**config.mk**
```make
export PLATFORM = sky130hd
export DESIGN_NAME = csp_clock_unit
export DESIGN_NICKNAME = d
export VERILOG_FILES = /design/src/shared/csp_pkg.sv /design/src/rtl/csp_clock_unit.sv
export SDC_FILE = /design/constraint.sdc
export NUM_CORES = 1
export LEC_CHECK = 0
export ABC_AREA = 1
export BUFFER_PORTS_ARGS = -buffer_cell sky130_fd_sc_hd__buf_4
export CAP_MARGIN = 20
export CORE_MARGIN = 5
export CORE_UTILIZATION = 60
export DETAILED_ROUTE_END_ITERATION = 7
export GPL_ROUTABILITY_DRIVEN = 1
export PLACE_DENSITY = 0.86
export SLEW_MARGIN = 25
export SYNTH_ARGS = -nofsm -noshare
export SYNTH_HDL_FRONTEND = slang
export SYNTH_SLANG_ARGS = --single-unit
```
**constraint.sdc**
```tcl
create_clock -name core_clk -period 4 [get_ports core_clk]
set_input_delay 0.2 -clock core_clk [delete_from_list [all_inputs] [get_ports core_clk]]
set_output_delay 0.2 -clock core_clk [all_outputs]
set_load 0.005 [all_outputs]
```
**src/shared/csp_pkg.sv**
```systemverilog
// Purpose: Constants and types for the system clock unit
// Assumes: Avalon-MM slave, 32-bit data, word registers at byte offsets
package csp_pkg;
    localparam logic [3:0] OFS_OSC_EN   = 4'h0;
    localparam logic [3:0] OFS_OSC_RDY  = 4'h1;
    localparam logic [3:0] OFS_EXTERNAL_CRYSTAL_OSCILLATOR_CFG = 4'h2;
    localparam logic [3:0] OFS_MUL_CFG  = 4'h3;
    localparam logic [3:0] OFS_CLK_SEL  = 4'h4;
    localparam logic [3:0] OFS_PSC      = 4'h5;
    localparam logic [3:0] OFS_LOCK     = 4'h6;
    localparam logic [3:0] OFS_PROT     = 4'h7;
    localparam logic [3:0] OFS_FAIL     = 4'h8;
    localparam logic [7:0] PROT_SIG     = 8'hD8;
    localparam int         PROT_WIN     = 4;
    localparam logic [3:0] XSEL_WATCH   = 4'h2;
    localparam logic [3:0] XSEL_EXTCLK  = 4'h0;
    localparam logic [3:0] XSEL_R0      = 4'h3;
    localparam logic [3:0] XSEL_R1      = 4'h4;
    localparam logic [3:0] XSEL_R2      = 4'h5;
    localparam logic [3:0] XSEL_R3      = 4'h6;
    localparam logic [15:0] XDLY_EXTCLK = 16'h0006;
    localparam logic [15:0] XDLY_WATCH  = 16'h4000;
    localparam logic [15:0] XDLY_XTAL   = 16'h0400;
    localparam logic [7:0] PLL_LOCK_CYC = 8'h40;
    localparam logic [4:0] PLL_FAC_MIN  = 5'h01;
    localparam logic [1:0] PLL_SRC_RC2M = 2'h0;
    localparam logic [1:0] PLL_SRC_R32M = 2'h1;
    localparam logic [1:0] PLL_SRC_EXTERNAL_CRYSTAL_OSCILLATOR = 2'h2;
    localparam logic [1:0] PLL_SRC_XCLK = 2'h3;
    localparam logic [2:0] SEL_RC2M     = 3'h0;
    localparam logic [2:0] SEL_R32M     = 3'h1;
    localparam logic [2:0] SEL_RC32K    = 3'h2;
    localparam logic [2:0] SEL_EXTERNAL_CRYSTAL_OSCILLATOR     = 3'h3;
    localparam logic [2:0] SEL_PLL      = 3'h4;
    localparam logic [3:0] PSA_RST      = 4'h0;
    localparam logic [3:0] PSA_MAX      = 4'h9;
    localparam logic [1:0] PSBC_RST     = 2'h0;

    typedef struct packed {
        logic [3:0] type_sel;
        logic       low_power;
    } csp_xcfg_t;

    typedef struct packed {
        logic [1:0] src;
        logic [4:0] factor;
    } csp_mcfg_t;

    typedef struct packed {
        logic [3:0] a_log2;
        logic [1:0] bc;
    } csp_psc_t;

    typedef enum { XS_OFF, XS_START, XS_READY } csp_xstate_t;
endpackage

```
**src/rtl/csp_clock_unit.sv**
```systemverilog
// Purpose: System clock unit control: oscillators, multiplier, mux, prescalers
// Assumes: Oscillator stability and failure come in as synchronous levels
// Notes: Derived clocks are one-cycle enables of core_clk
`timescale 1ns/1ps
module csp_clock_unit (
    input  wire logic        core_clk,
    input  wire logic        arst_n,
    input  wire logic [5:0]  avs_address,
    input  wire logic        avs_read,
    input  wire logic        avs_write,
    input  wire logic [31:0] avs_writedata,
    input  wire logic [3:0]  avs_byteenable,
    output logic      [31:0] avs_readdata,
    output logic             avs_waitrequest,
    input  wire logic        ext_ref_tick,
    input  wire logic        external_crystal_oscillator_stable,
    input  wire logic        ext_osc_fail,
    input  wire logic        rc2m_ready_in,
    input  wire logic        r32m_ready_in,
    input  wire logic        rc32k_ready_in,
    output logic             ext_osc_enable,
    output logic [3:0]       ext_osc_type_select,
    output logic             watch_crystal_low_power,
    output logic             multiplier_enable,
    output logic [1:0]       multiplier_input_select,
    output logic [4:0]       multiplier_factor,
    output logic [2:0]       sys_clk_select,
    output logic             cpu_clk_en,
    output logic             per2x_clk_en,
    output logic             per4x_clk_en,
    output logic             irq_mask,
    output logic             nmi_pulse
);
    logic [3:0]  reg_idx;
    logic        wr_go;
    logic        rd_go;
    logic        wr_lo;
    logic        ack_ff;
    logic [31:0] rdata_ff;
    logic        xen_ff;
    csp_pkg::csp_xcfg_t xcfg_ff;
    csp_pkg::csp_mcfg_t mcfg_ff;
    logic        men_ff;
    logic [2:0]  sel_ff;
    csp_pkg::csp_psc_t psc_ff;
    logic        lock_ff;
    logic        fden_ff;
    logic [2:0]  prot_ff;
    csp_pkg::csp_xstate_t xst_ff;
    logic [15:0] xcnt_ff;
    logic        xrdy_ff;
    logic [7:0]  mcnt_ff;
    logic        mrdy_ff;
    logic        fail_ff;
    logic        fail_rise;
    logic [10:0] pa_cnt_ff;
    logic        pa_tick;
    logic [1:0]  pc_cnt_ff;
    logic        per4x_ff;
    logic        per2x_ff;
    logic        cpu_ff;
    logic        nmi_ff;
    logic        prot_open;
    logic        sel_ok;

    // Start-up delay per oscillator type
    function automatic logic [15:0] external_crystal_oscillator_delay(input logic [3:0] t);
        if (t == csp_pkg::XSEL_EXTCLK)
            return csp_pkg::XDLY_EXTCLK;
        else if (t == csp_pkg::XSEL_WATCH)
            return csp_pkg::XDLY_WATCH;
        else
            return csp_pkg::XDLY_XTAL;
    endfunction

    function automatic logic src_ready(input logic [2:0] s, input logic xr, input logic mr,
                                       input logic r2, input logic r32, input logic r32k);
        case (s)
            csp_pkg::SEL_RC2M:  return r2;
            csp_pkg::SEL_R32M:  return r32;
            csp_pkg::SEL_RC32K: return r32k;
            csp_pkg::SEL_EXTERNAL_CRYSTAL_OSCILLATOR:  return xr;
            csp_pkg::SEL_PLL:   return mr;
            default:            return 1'b0;
        endcase
    endfunction

    assign reg_idx   = avs_address[5:2];
    // Writes land at the accepting edge, when waitrequest is low
    assign wr_go     = avs_write && ack_ff;
    assign rd_go     = avs_read && !ack_ff;
    assign wr_lo     = wr_go && avs_byteenable[0];
    assign prot_open = (prot_ff != 3'h0);
    assign fail_rise = ext_osc_fail && !fail_ff && fden_ff;
    assign sel_ok    = src_ready(avs_writedata[2:0], xrdy_ff, mrdy_ff,
                                 rc2m_ready_in, r32m_ready_in, rc32k_ready_in);

    // One wait cycle, then acknowledge
    always_ff @(posedge core_clk or negedge arst_n) begin
        if (!arst_n) begin
            ack_ff <= 1'b0;
        end else begin
            ack_ff <= (avs_read || avs_write) && !ack_ff;
        end
    end

    always_ff @(posedge core_clk or negedge arst_n) begin
        if (!arst_n) begin
            rdata_ff <= 32'h0;
        end else if (rd_go) begin
            case (reg_idx)
                csp_pkg::OFS_OSC_EN:   rdata_ff <= {30'h0, men_ff, xen_ff};
                csp_pkg::OFS_OSC_RDY:  rdata_ff <= {30'h0, mrdy_ff, xrdy_ff};
                csp_pkg::OFS_EXTERNAL_CRYSTAL_OSCILLATOR_CFG: rdata_ff <= {27'h0, xcfg_ff};
                csp_pkg::OFS_MUL_CFG:  rdata_ff <= {25'h0, mcfg_ff};
                csp_pkg::OFS_CLK_SEL:  rdata_ff <= {29'h0, sel_ff};
                csp_pkg::OFS_PSC:      rdata_ff <= {26'h0, psc_ff};
                csp_pkg::OFS_LOCK:     rdata_ff <= {31'h0, lock_ff};
                csp_pkg::OFS_PROT:     rdata_ff <= {31'h0, prot_open};
                csp_pkg::OFS_FAIL:     rdata_ff <= {30'h0, fail_ff, fden_ff};
                default:               rdata_ff <= 32'h0;
            endcase
        end
    end

    // Signature opens one change
    // Interrupts held off while the window is open, same edge as the window
    always_ff @(posedge core_clk or negedge arst_n) begin
        if (!arst_n) begin
            prot_ff  <= 3'h0;
            irq_mask <= 1'b0;
        end else if (wr_lo && reg_idx == csp_pkg::OFS_PROT
                     && avs_writedata[7:0] == csp_pkg::PROT_SIG) begin
            prot_ff  <= 3'(csp_pkg::PROT_WIN);
            irq_mask <= 1'b1;
        end else if (wr_lo && prot_open && (reg_idx == csp_pkg::OFS_CLK_SEL
                     || reg_idx == csp_pkg::OFS_PSC || reg_idx == csp_pkg::OFS_LOCK
                     || reg_idx == csp_pkg::OFS_FAIL)) begin
            prot_ff  <= 3'h0;
            irq_mask <= 1'b0;
        end else if (prot_open) begin
            prot_ff  <= prot_ff - 3'h1;
            irq_mask <= (prot_ff != 3'h1);
        end
    end

    always_ff @(posedge core_clk or negedge arst_n) begin
        if (!arst_n) begin
            lock_ff <= 1'b0;
        end else if (fail_rise) begin
            lock_ff <= 1'b0;
        end else if (wr_lo && reg_idx == csp_pkg::OFS_LOCK && prot_open
                     && avs_writedata[0]) begin
            lock_ff <= 1'b1;
        end
    end

    // Detector enable is one-way until reset
    always_ff @(posedge core_clk or negedge arst_n) begin
        if (!arst_n) begin
            fden_ff <= 1'b0;
            fail_ff <= 1'b0;
        end else begin
            fail_ff <= ext_osc_fail;
            if (wr_lo && reg_idx == csp_pkg::OFS_FAIL && prot_open && avs_writedata[0])
                fden_ff <= 1'b1;
        end
    end

    always_ff @(posedge core_clk or negedge arst_n) begin
        if (!arst_n) begin
            xen_ff  <= 1'b0;
            men_ff  <= 1'b0;
            xcfg_ff <= '0;
            mcfg_ff <= '{src: csp_pkg::PLL_SRC_RC2M, factor: csp_pkg::PLL_FAC_MIN};
        end else begin
            if (fail_rise)
                xen_ff <= 1'b0;
            else if (wr_lo && reg_idx == csp_pkg::OFS_OSC_EN && !lock_ff) begin
                xen_ff <= avs_writedata[0];
                if (!(avs_writedata[1] && mcfg_ff.src == csp_pkg::PLL_SRC_EXTERNAL_CRYSTAL_OSCILLATOR
                      && xcfg_ff.type_sel == csp_pkg::XSEL_WATCH))
                    men_ff <= avs_writedata[1];
            end
            // Type field; low-power only in watch mode
            if (wr_lo && reg_idx == csp_pkg::OFS_EXTERNAL_CRYSTAL_OSCILLATOR_CFG && !xen_ff && !lock_ff) begin
                xcfg_ff.type_sel  <= avs_writedata[4:1];
                xcfg_ff.low_power <= avs_writedata[0]
                                     && avs_writedata[4:1] == csp_pkg::XSEL_WATCH;
            end
            // Factor 1..31, four inputs, no watch crystal
            if (wr_lo && reg_idx == csp_pkg::OFS_MUL_CFG && !men_ff && !lock_ff
                && avs_writedata[4:0] >= csp_pkg::PLL_FAC_MIN
                && !(avs_writedata[6:5] == csp_pkg::PLL_SRC_EXTERNAL_CRYSTAL_OSCILLATOR
                     && xcfg_ff.type_sel == csp_pkg::XSEL_WATCH))
                mcfg_ff <= avs_writedata[6:0];
        end
    end

    always_ff @(posedge core_clk or negedge arst_n) begin
        if (!arst_n) begin
            xst_ff  <= csp_pkg::XS_OFF;
            xcnt_ff <= 16'h0;
            xrdy_ff <= 1'b0;
        end else begin
            case (xst_ff)
                csp_pkg::XS_OFF: begin
                    xrdy_ff <= 1'b0;
                    xcnt_ff <= 16'h0;
                    if (xen_ff)
                        xst_ff <= csp_pkg::XS_START;
                end
                csp_pkg::XS_START: begin
                    if (!xen_ff)
                        xst_ff <= csp_pkg::XS_OFF;
                    else if (xcnt_ff == external_crystal_oscillator_delay(xcfg_ff.type_sel)) begin
                        if (external_crystal_oscillator_stable || xcfg_ff.type_sel == csp_pkg::XSEL_EXTCLK) begin
                            xst_ff  <= csp_pkg::XS_READY;
                            xrdy_ff <= 1'b1;
                        end
                    end else if (ext_ref_tick)
                        xcnt_ff <= xcnt_ff + 16'h1;
                end
                csp_pkg::XS_READY: begin
                    if (!xen_ff) begin
                        xst_ff  <= csp_pkg::XS_OFF;
                        xrdy_ff <= 1'b0;
                    end
                end
                default: xst_ff <= csp_pkg::XS_OFF;
            endcase
        end
    end

    always_ff @(posedge core_clk or negedge arst_n) begin
        if (!arst_n) begin
            mcnt_ff <= 8'h0;
            mrdy_ff <= 1'b0;
        end else if (!men_ff) begin
            mcnt_ff <= 8'h0;
            mrdy_ff <= 1'b0;
        end else if (mcnt_ff == csp_pkg::PLL_LOCK_CYC) begin
            mrdy_ff <= 1'b1;
        end else if (ext_ref_tick) begin
            mcnt_ff <= mcnt_ff + 8'h1;
        end
    end

    always_ff @(posedge core_clk or negedge arst_n) begin
        if (!arst_n) begin
            sel_ff <= csp_pkg::SEL_RC2M;
        end else if (fail_rise && sel_ff == csp_pkg::SEL_EXTERNAL_CRYSTAL_OSCILLATOR) begin
            sel_ff <= csp_pkg::SEL_RC2M;
        end else if (wr_lo && reg_idx == csp_pkg::OFS_CLK_SEL && prot_open
                     && !lock_ff && sel_ok) begin
            sel_ff <= avs_writedata[2:0];
        end
    end

    always_ff @(posedge core_clk or negedge arst_n) begin
        if (!arst_n) begin
            nmi_ff <= 1'b0;
        end else begin
            nmi_ff <= fail_rise;
        end
    end

    always_ff @(posedge core_clk or negedge arst_n) begin
        if (!arst_n) begin
            psc_ff <= '{a_log2: csp_pkg::PSA_RST, bc: csp_pkg::PSBC_RST};
        end else if (wr_lo && reg_idx == csp_pkg::OFS_PSC && prot_open && !lock_ff
                     && avs_writedata[5:2] <= csp_pkg::PSA_MAX
                     && avs_writedata[1:0] != 2'h3) begin
            psc_ff <= avs_writedata[5:0];
        end
    end

    // Stage A divides by 2^n up to 512
    always_ff @(posedge core_clk or negedge arst_n) begin
        if (!arst_n) begin
            pa_cnt_ff <= 11'h0;
        end else if (pa_tick) begin
            pa_cnt_ff <= 11'h0;
        end else begin
            pa_cnt_ff <= pa_cnt_ff + 11'h1;
        end
    end
    // New ratio applies to the running count; a count already past it wraps at once
    assign pa_tick = (pa_cnt_ff >= (11'h1 << psc_ff.a_log2) - 11'h1);

    // Stages B/C: 4x, 2x, 1x enables
    always_ff @(posedge core_clk or negedge arst_n) begin
        if (!arst_n) begin
            pc_cnt_ff <= 2'h0;
            per4x_ff  <= 1'b0;
            per2x_ff  <= 1'b0;
            cpu_ff    <= 1'b0;
        end else begin
            per4x_ff <= pa_tick;
            if (pa_tick) begin
                pc_cnt_ff <= (pc_cnt_ff + 2'h1) & ((2'h1 << psc_ff.bc) - 2'h1);
                per2x_ff  <= (psc_ff.bc == 2'h2) ? !pc_cnt_ff[0] : 1'b1;
                cpu_ff    <= (((pc_cnt_ff + 2'h1) & ((2'h1 << psc_ff.bc) - 2'h1)) == 2'h0);
            end else begin
                per2x_ff <= 1'b0;
                cpu_ff   <= 1'b0;
            end
        end
    end

    // Wait drops for the cycle after the request; read data already stands
    always_ff @(posedge core_clk or negedge arst_n) begin
        if (!arst_n) begin
            avs_waitrequest <= 1'b1;
        end else begin
            avs_waitrequest <= !((avs_read || avs_write) && !ack_ff);
        end
    end

    assign avs_readdata            = rdata_ff;
    assign ext_osc_enable          = xen_ff;
    assign ext_osc_type_select     = xcfg_ff.type_sel;
    assign watch_crystal_low_power = xcfg_ff.low_power;
    assign multiplier_enable       = men_ff;
    assign multiplier_input_select = mcfg_ff.src;
    assign multiplier_factor       = mcfg_ff.factor;
    assign sys_clk_select          = sel_ff;
    assign cpu_clk_en              = cpu_ff;
    assign per2x_clk_en            = per2x_ff;
    assign per4x_clk_en            = per4x_ff;
    assign nmi_pulse               = nmi_ff;

    reset_sel_a: assert property (@(posedge core_clk)
        $rose(arst_n) |-> sel_ff == csp_pkg::SEL_RC2M && psc_ff.bc == 2'h0)
        else $error("reset selection wrong");
    lock_hold_a: assert property (@(posedge core_clk) disable iff (!arst_n)
        lock_ff && !fail_rise |=> $stable(sel_ff) || sel_ff == csp_pkg::SEL_RC2M)
        else $error("locked selection changed");
    mul_ready_a: assert property (@(posedge core_clk) disable iff (!arst_n)
        $rose(mrdy_ff) |-> men_ff && $past(mcnt_ff) == csp_pkg::PLL_LOCK_CYC)
        else $error("multiplier ready early");
    fail_nmi_a: assert property (@(posedge core_clk) disable iff (!arst_n)
        fail_rise |=> nmi_pulse ##1 !nmi_pulse)
        else $error("no nmi after failure");
    fail_unlock_a: assert property (@(posedge core_clk) disable iff (!arst_n)
        fail_rise |=> !lock_ff)
        else $error("lock kept after failure");
    xcfg_frozen_a: assert property (@(posedge core_clk) disable iff (!arst_n)
        xen_ff && $past(xen_ff) |-> $stable(xcfg_ff))
        else $error("oscillator config changed");
    mcfg_frozen_a: assert property (@(posedge core_clk) disable iff (!arst_n)
        men_ff && $past(men_ff) |-> $stable(mcfg_ff))
        else $error("multiplier config changed");
    sel_ready_a: assert property (@(posedge core_clk) disable iff (!arst_n)
        $changed(sel_ff) && sel_ff != csp_pkg::SEL_RC2M |-> $past(sel_ok))
        else $error("unready source selected");
endmodule

```
==> out/results.tsv <==
metric	value	unit
pin_count	107	
yosysSeqAreaShare	0.407	
coreArea	8300	µm²
cts_made_buffers	9	
grt_first_pass_wirelength	21.0	mm
synth_top_family_by_area	simple AND/OR/NAND/NOR gates	
synthAdderAreaFrac	0.0459	
wirelength	12.6	mm
h-tree-depth	3	
p_comb_frac	0.292	
antenna_found_initial	0	
ys_ff_latch	84	
switching_power	0.000860	W
synthesis.instances	699	
grt_overflow	0	
vias	4739	
finalSetupTns	0	ns
hpwl	9.52	mm
synth_compound_area_frac	0.0955	
start_util	0.623	
drc	0	
fin_crit_sh	0.796	
max_freq	314	MHz
num_rows	33	
hold_viol	0	
cts.sinks	84	
drtIter0Drc	277	
clk_pin_slew_worst_paths	0.09	ns
multi_input_area	2630	µm²
r2r_cells	14	
fp.dieH	103	µm
nFillCells	710	
pwr-share-seq	0.464	
clockPowerShare	0.244	
vias_per_cell	5.47	
worstSkewPairLatency	0.36	ns
num_antenna_cells	0	
synthesis.area	5170	µm²
worst-path-max-fanout	15	
dieArea	10600	µm²
path_class	register to register	
routedWlPerCell	14.5	µm
dr.pass1.iters	5	
p_per_area	403	nW/µm²
cp-end-kind	register	
critPathLaunchType	register	
synthMuxAreaShare	0	
skew	0.0144	ns
io_buffers	52	
finalNetCount	828	
cts_tree	built	
synthSimpleGateAreaFrac	0.316	
maxSlewViolCount	0	
timing.rr.end	per2x_clk_en	
cts_root_buffer	clkbuf_8	
syn_avg_cell_area	7.40	µm²
yosys_warnings	0	
fp.dieW	103	µm
relSlewSlack	0.448	
setup_violations	0	
drive_gt1_frac	0.120	
hp-class	input port to register	
track_usage	0.251	
grt_max_degree	85	
tightestPinTransition	0.827	ns
maxCapViolCount	0	
leakagePower	2.86	nW
seqCellArea	2100	µm²
r2r_start	psc_ff[4]	
rsz0062_at_grt	no	
ys_types	40	
rrSetupSlack	0.82	ns
gp_congestion	0.941	
ctsResizeCount	0	
place_area	5550	µm²
worstHoldStart	avs_read	
drtAntennaViolNets	0	
first_global_vias	4491	
area_delta_synth_final	11.2	%
finalCriticalPeriod	3.18	ns
worstPathRequired	4.24	ns
design_area	5750	µm²
status	complete, no violations	
holdPathStages	2	
peakVddDrop	0.000301	V
cp.arrival	3.42	ns
cts.path.max_buffers	2	
hold_end	avs_waitrequest	
synth-xor-area-share	0.0322	
p_int	0.00146	W
switching_share	0.370	
[metal layers]
layer / up-vias / GRT usage / wire, µm
met1: 2219 / 0.333 / 5390
met2: 167 / 0.420 / 6130
li1: 2326 / - / -
met5: - / 0 / 0
met3: 27 / 0.0453 / 804
met4: 0 / 0.0757 / 244
[sequential cells by signal (all words and copies together), names as in the netlist, 2 cells and up]
signal,cells
xcnt_ff,16
pa_cnt_ff,11
mcnt_ff,8
avs_readdata,7
psc_ff,6
multiplier_factor,5
ext_osc_type_select,4
prot_ff,3
sys_clk_select,3
multiplier_input_select,2
pc_cnt_ff,2
xst_ff,2
[what timing repair did]
item / 4_1_cts / 5_1_grt
hold endpoints to repair: 1 / 82
buffers inserted: 0 / 0
hold buffers: 1 / 1
[cell families after synthesis]
| kind of cell | Yosys count |
|---|---|
| xor+xnor | 19 |
| other cells | 1 |
| flops | 84 |
| fa+ha+maj | 19 |
| simple gates | 379 |
| compound gates | 87 |
| buf+inv | 110 |
[synth_stat cells]
| library cell | count | area [µm²] |
|---|---|---|
| xor2_1 | 15 | 131 |
| o2111ai_1 | 1 | 8.76 |
| o21ai_2 | 7 | 61.3 |
| nor2_2 | 3 | 18.8 |
| nand2_1 | 176 | 661 |
| nand2_2 | 1 | 6.26 |
| o21ai_0 | 42 | 210 |
| a32oi_1 | 1 | 8.76 |
| nor2_1 | 100 | 375 |
| buf_4 | 26 | 195 |
| nand3b_1 | 2 | 15.0 |
| buf_2 | 1 | 5.00 |
| inv_1 | 75 | 282 |
| nand3_1 | 56 | 280 |
| nor3_4 | 1 | 16.3 |
| inv_2 | 1 | 3.75 |
| or2_2 | 2 | 12.5 |
| ha_1 | 19 | 238 |
| clkinv_1 | 2 | 7.51 |
| nor3_2 | 1 | 10.0 |
| a21boi_0 | 1 | 7.51 |
| o22ai_1 | 3 | 18.8 |
| nor2_4 | 2 | 22.5 |
| dfrtp_1 | 82 | 2050 |
| clkbuf_1 | 2 | 7.51 |
| a31o_2 | 1 | 8.76 |
| conb_1 | 1 | 3.75 |
| o211ai_1 | 2 | 15.0 |
| nand4_1 | 16 | 100 |
| a211oi_1 | 1 | 7.51 |
| nor3b_1 | 2 | 15.0 |
| a21oi_1 | 23 | 115 |
| nor3_1 | 13 | 65.1 |
| buf_6 | 3 | 33.8 |
| xnor2_1 | 4 | 35.0 |
| nand2_4 | 2 | 22.5 |
| or2_0 | 2 | 12.5 |
| dfstp_2 | 2 | 52.6 |
| o21ai_1 | 2 | 10.0 |
| o31ai_1 | 3 | 22.5 |
[per-stage QoR]
stage          hold slack (ns)  worst slack, ns  instances  power (W)   util
2_1_floorplan          -0.0956             1.52        723    0.00155      -
3_3_place_gp             0.320            0.979        849    0.00172  0.669
3_5_place_dp             0.323            0.885        849    0.00176  0.669
4_1_cts                 0.0306            0.867        865    0.00232  0.691
5_1_grt                 0.0441            0.512        866    0.00249  0.693
6_report                0.0358            0.818        866    0.00232  0.693
[power groups by stage]
stage                     Clock (W)  Combinational, W  Sequential (W)
after global placement            0          0.000635         0.00109
final                      0.000567          0.000676         0.00108
after floorplan                   0          0.000483         0.00107
after global routing       0.000617          0.000769         0.00110
after CTS                  0.000571          0.000674         0.00108
after detailed placement          0          0.000670         0.00109
[layout by cell type, fill, tap and decap left out, types with 3 or more instances in the layout]
| cell type | instances |
|---|---|
| nand2_1 | 176 |
| nor2_1 | 100 |
| dfrtp_1 | 82 |
| inv_1 | 75 |
| nand3_1 | 56 |
| buf_4 | 52 |
| o21ai_0 | 42 |
| conb_1 | 25 |
| a21oi_1 | 23 |
| ha_1 | 19 |
| nand4_1 | 16 |
| xor2_1 | 15 |
| nor3_1 | 13 |
| clkbuf_8 | 11 |
| o21ai_2 | 7 |
| xnor2_1 | 4 |
| nor2_2 | 3 |
| o31ai_1 | 3 |
| o22ai_1 | 3 |
[worst max-delay path, stage by stage (launching register included)]
cell and delay, ns:
dfrtp_1 0.46, nor2_1 0.26, nand2_1 0.15, ha_1 0.23
nand2_1 0.14, nor2_1 0.08, nand2_1 0.08, xnor2_1 0.11
ha_1 0.26, a21oi_1 0.15, o21ai_0 0.12, a21oi_1 0.27
nand3_1 0.49, inv_1 0.21, nor2_1 0.05
[worst max-delay path by stage]
stage              start      endpoint  cells past startpoint
3_5_place_dp   psc_ff[4]    cpu_clk_en                     14
3_3_place_gp   psc_ff[5]  per2x_clk_en                     14
2_1_floorplan  psc_ff[5]  pa_cnt_ff[0]                     14
5_1_grt        psc_ff[4]    cpu_clk_en                     14
6_report       psc_ff[4]  per2x_clk_en                     14
4_1_cts        psc_ff[4]    cpu_clk_en                     14
[layout make-up]
class	instances	share of cell area
Clock inverter	4	0.00435
Multi-Input combinational cell	529	0.456
Sequential cell	84	0.366
Clock buffer	11	0.0263
Tap cell	105	0.0228
Timing Repair Buffer	55	0.0733
Inverter	78	0.0509
Note: power is estimated with default switching activity, not from simulation.
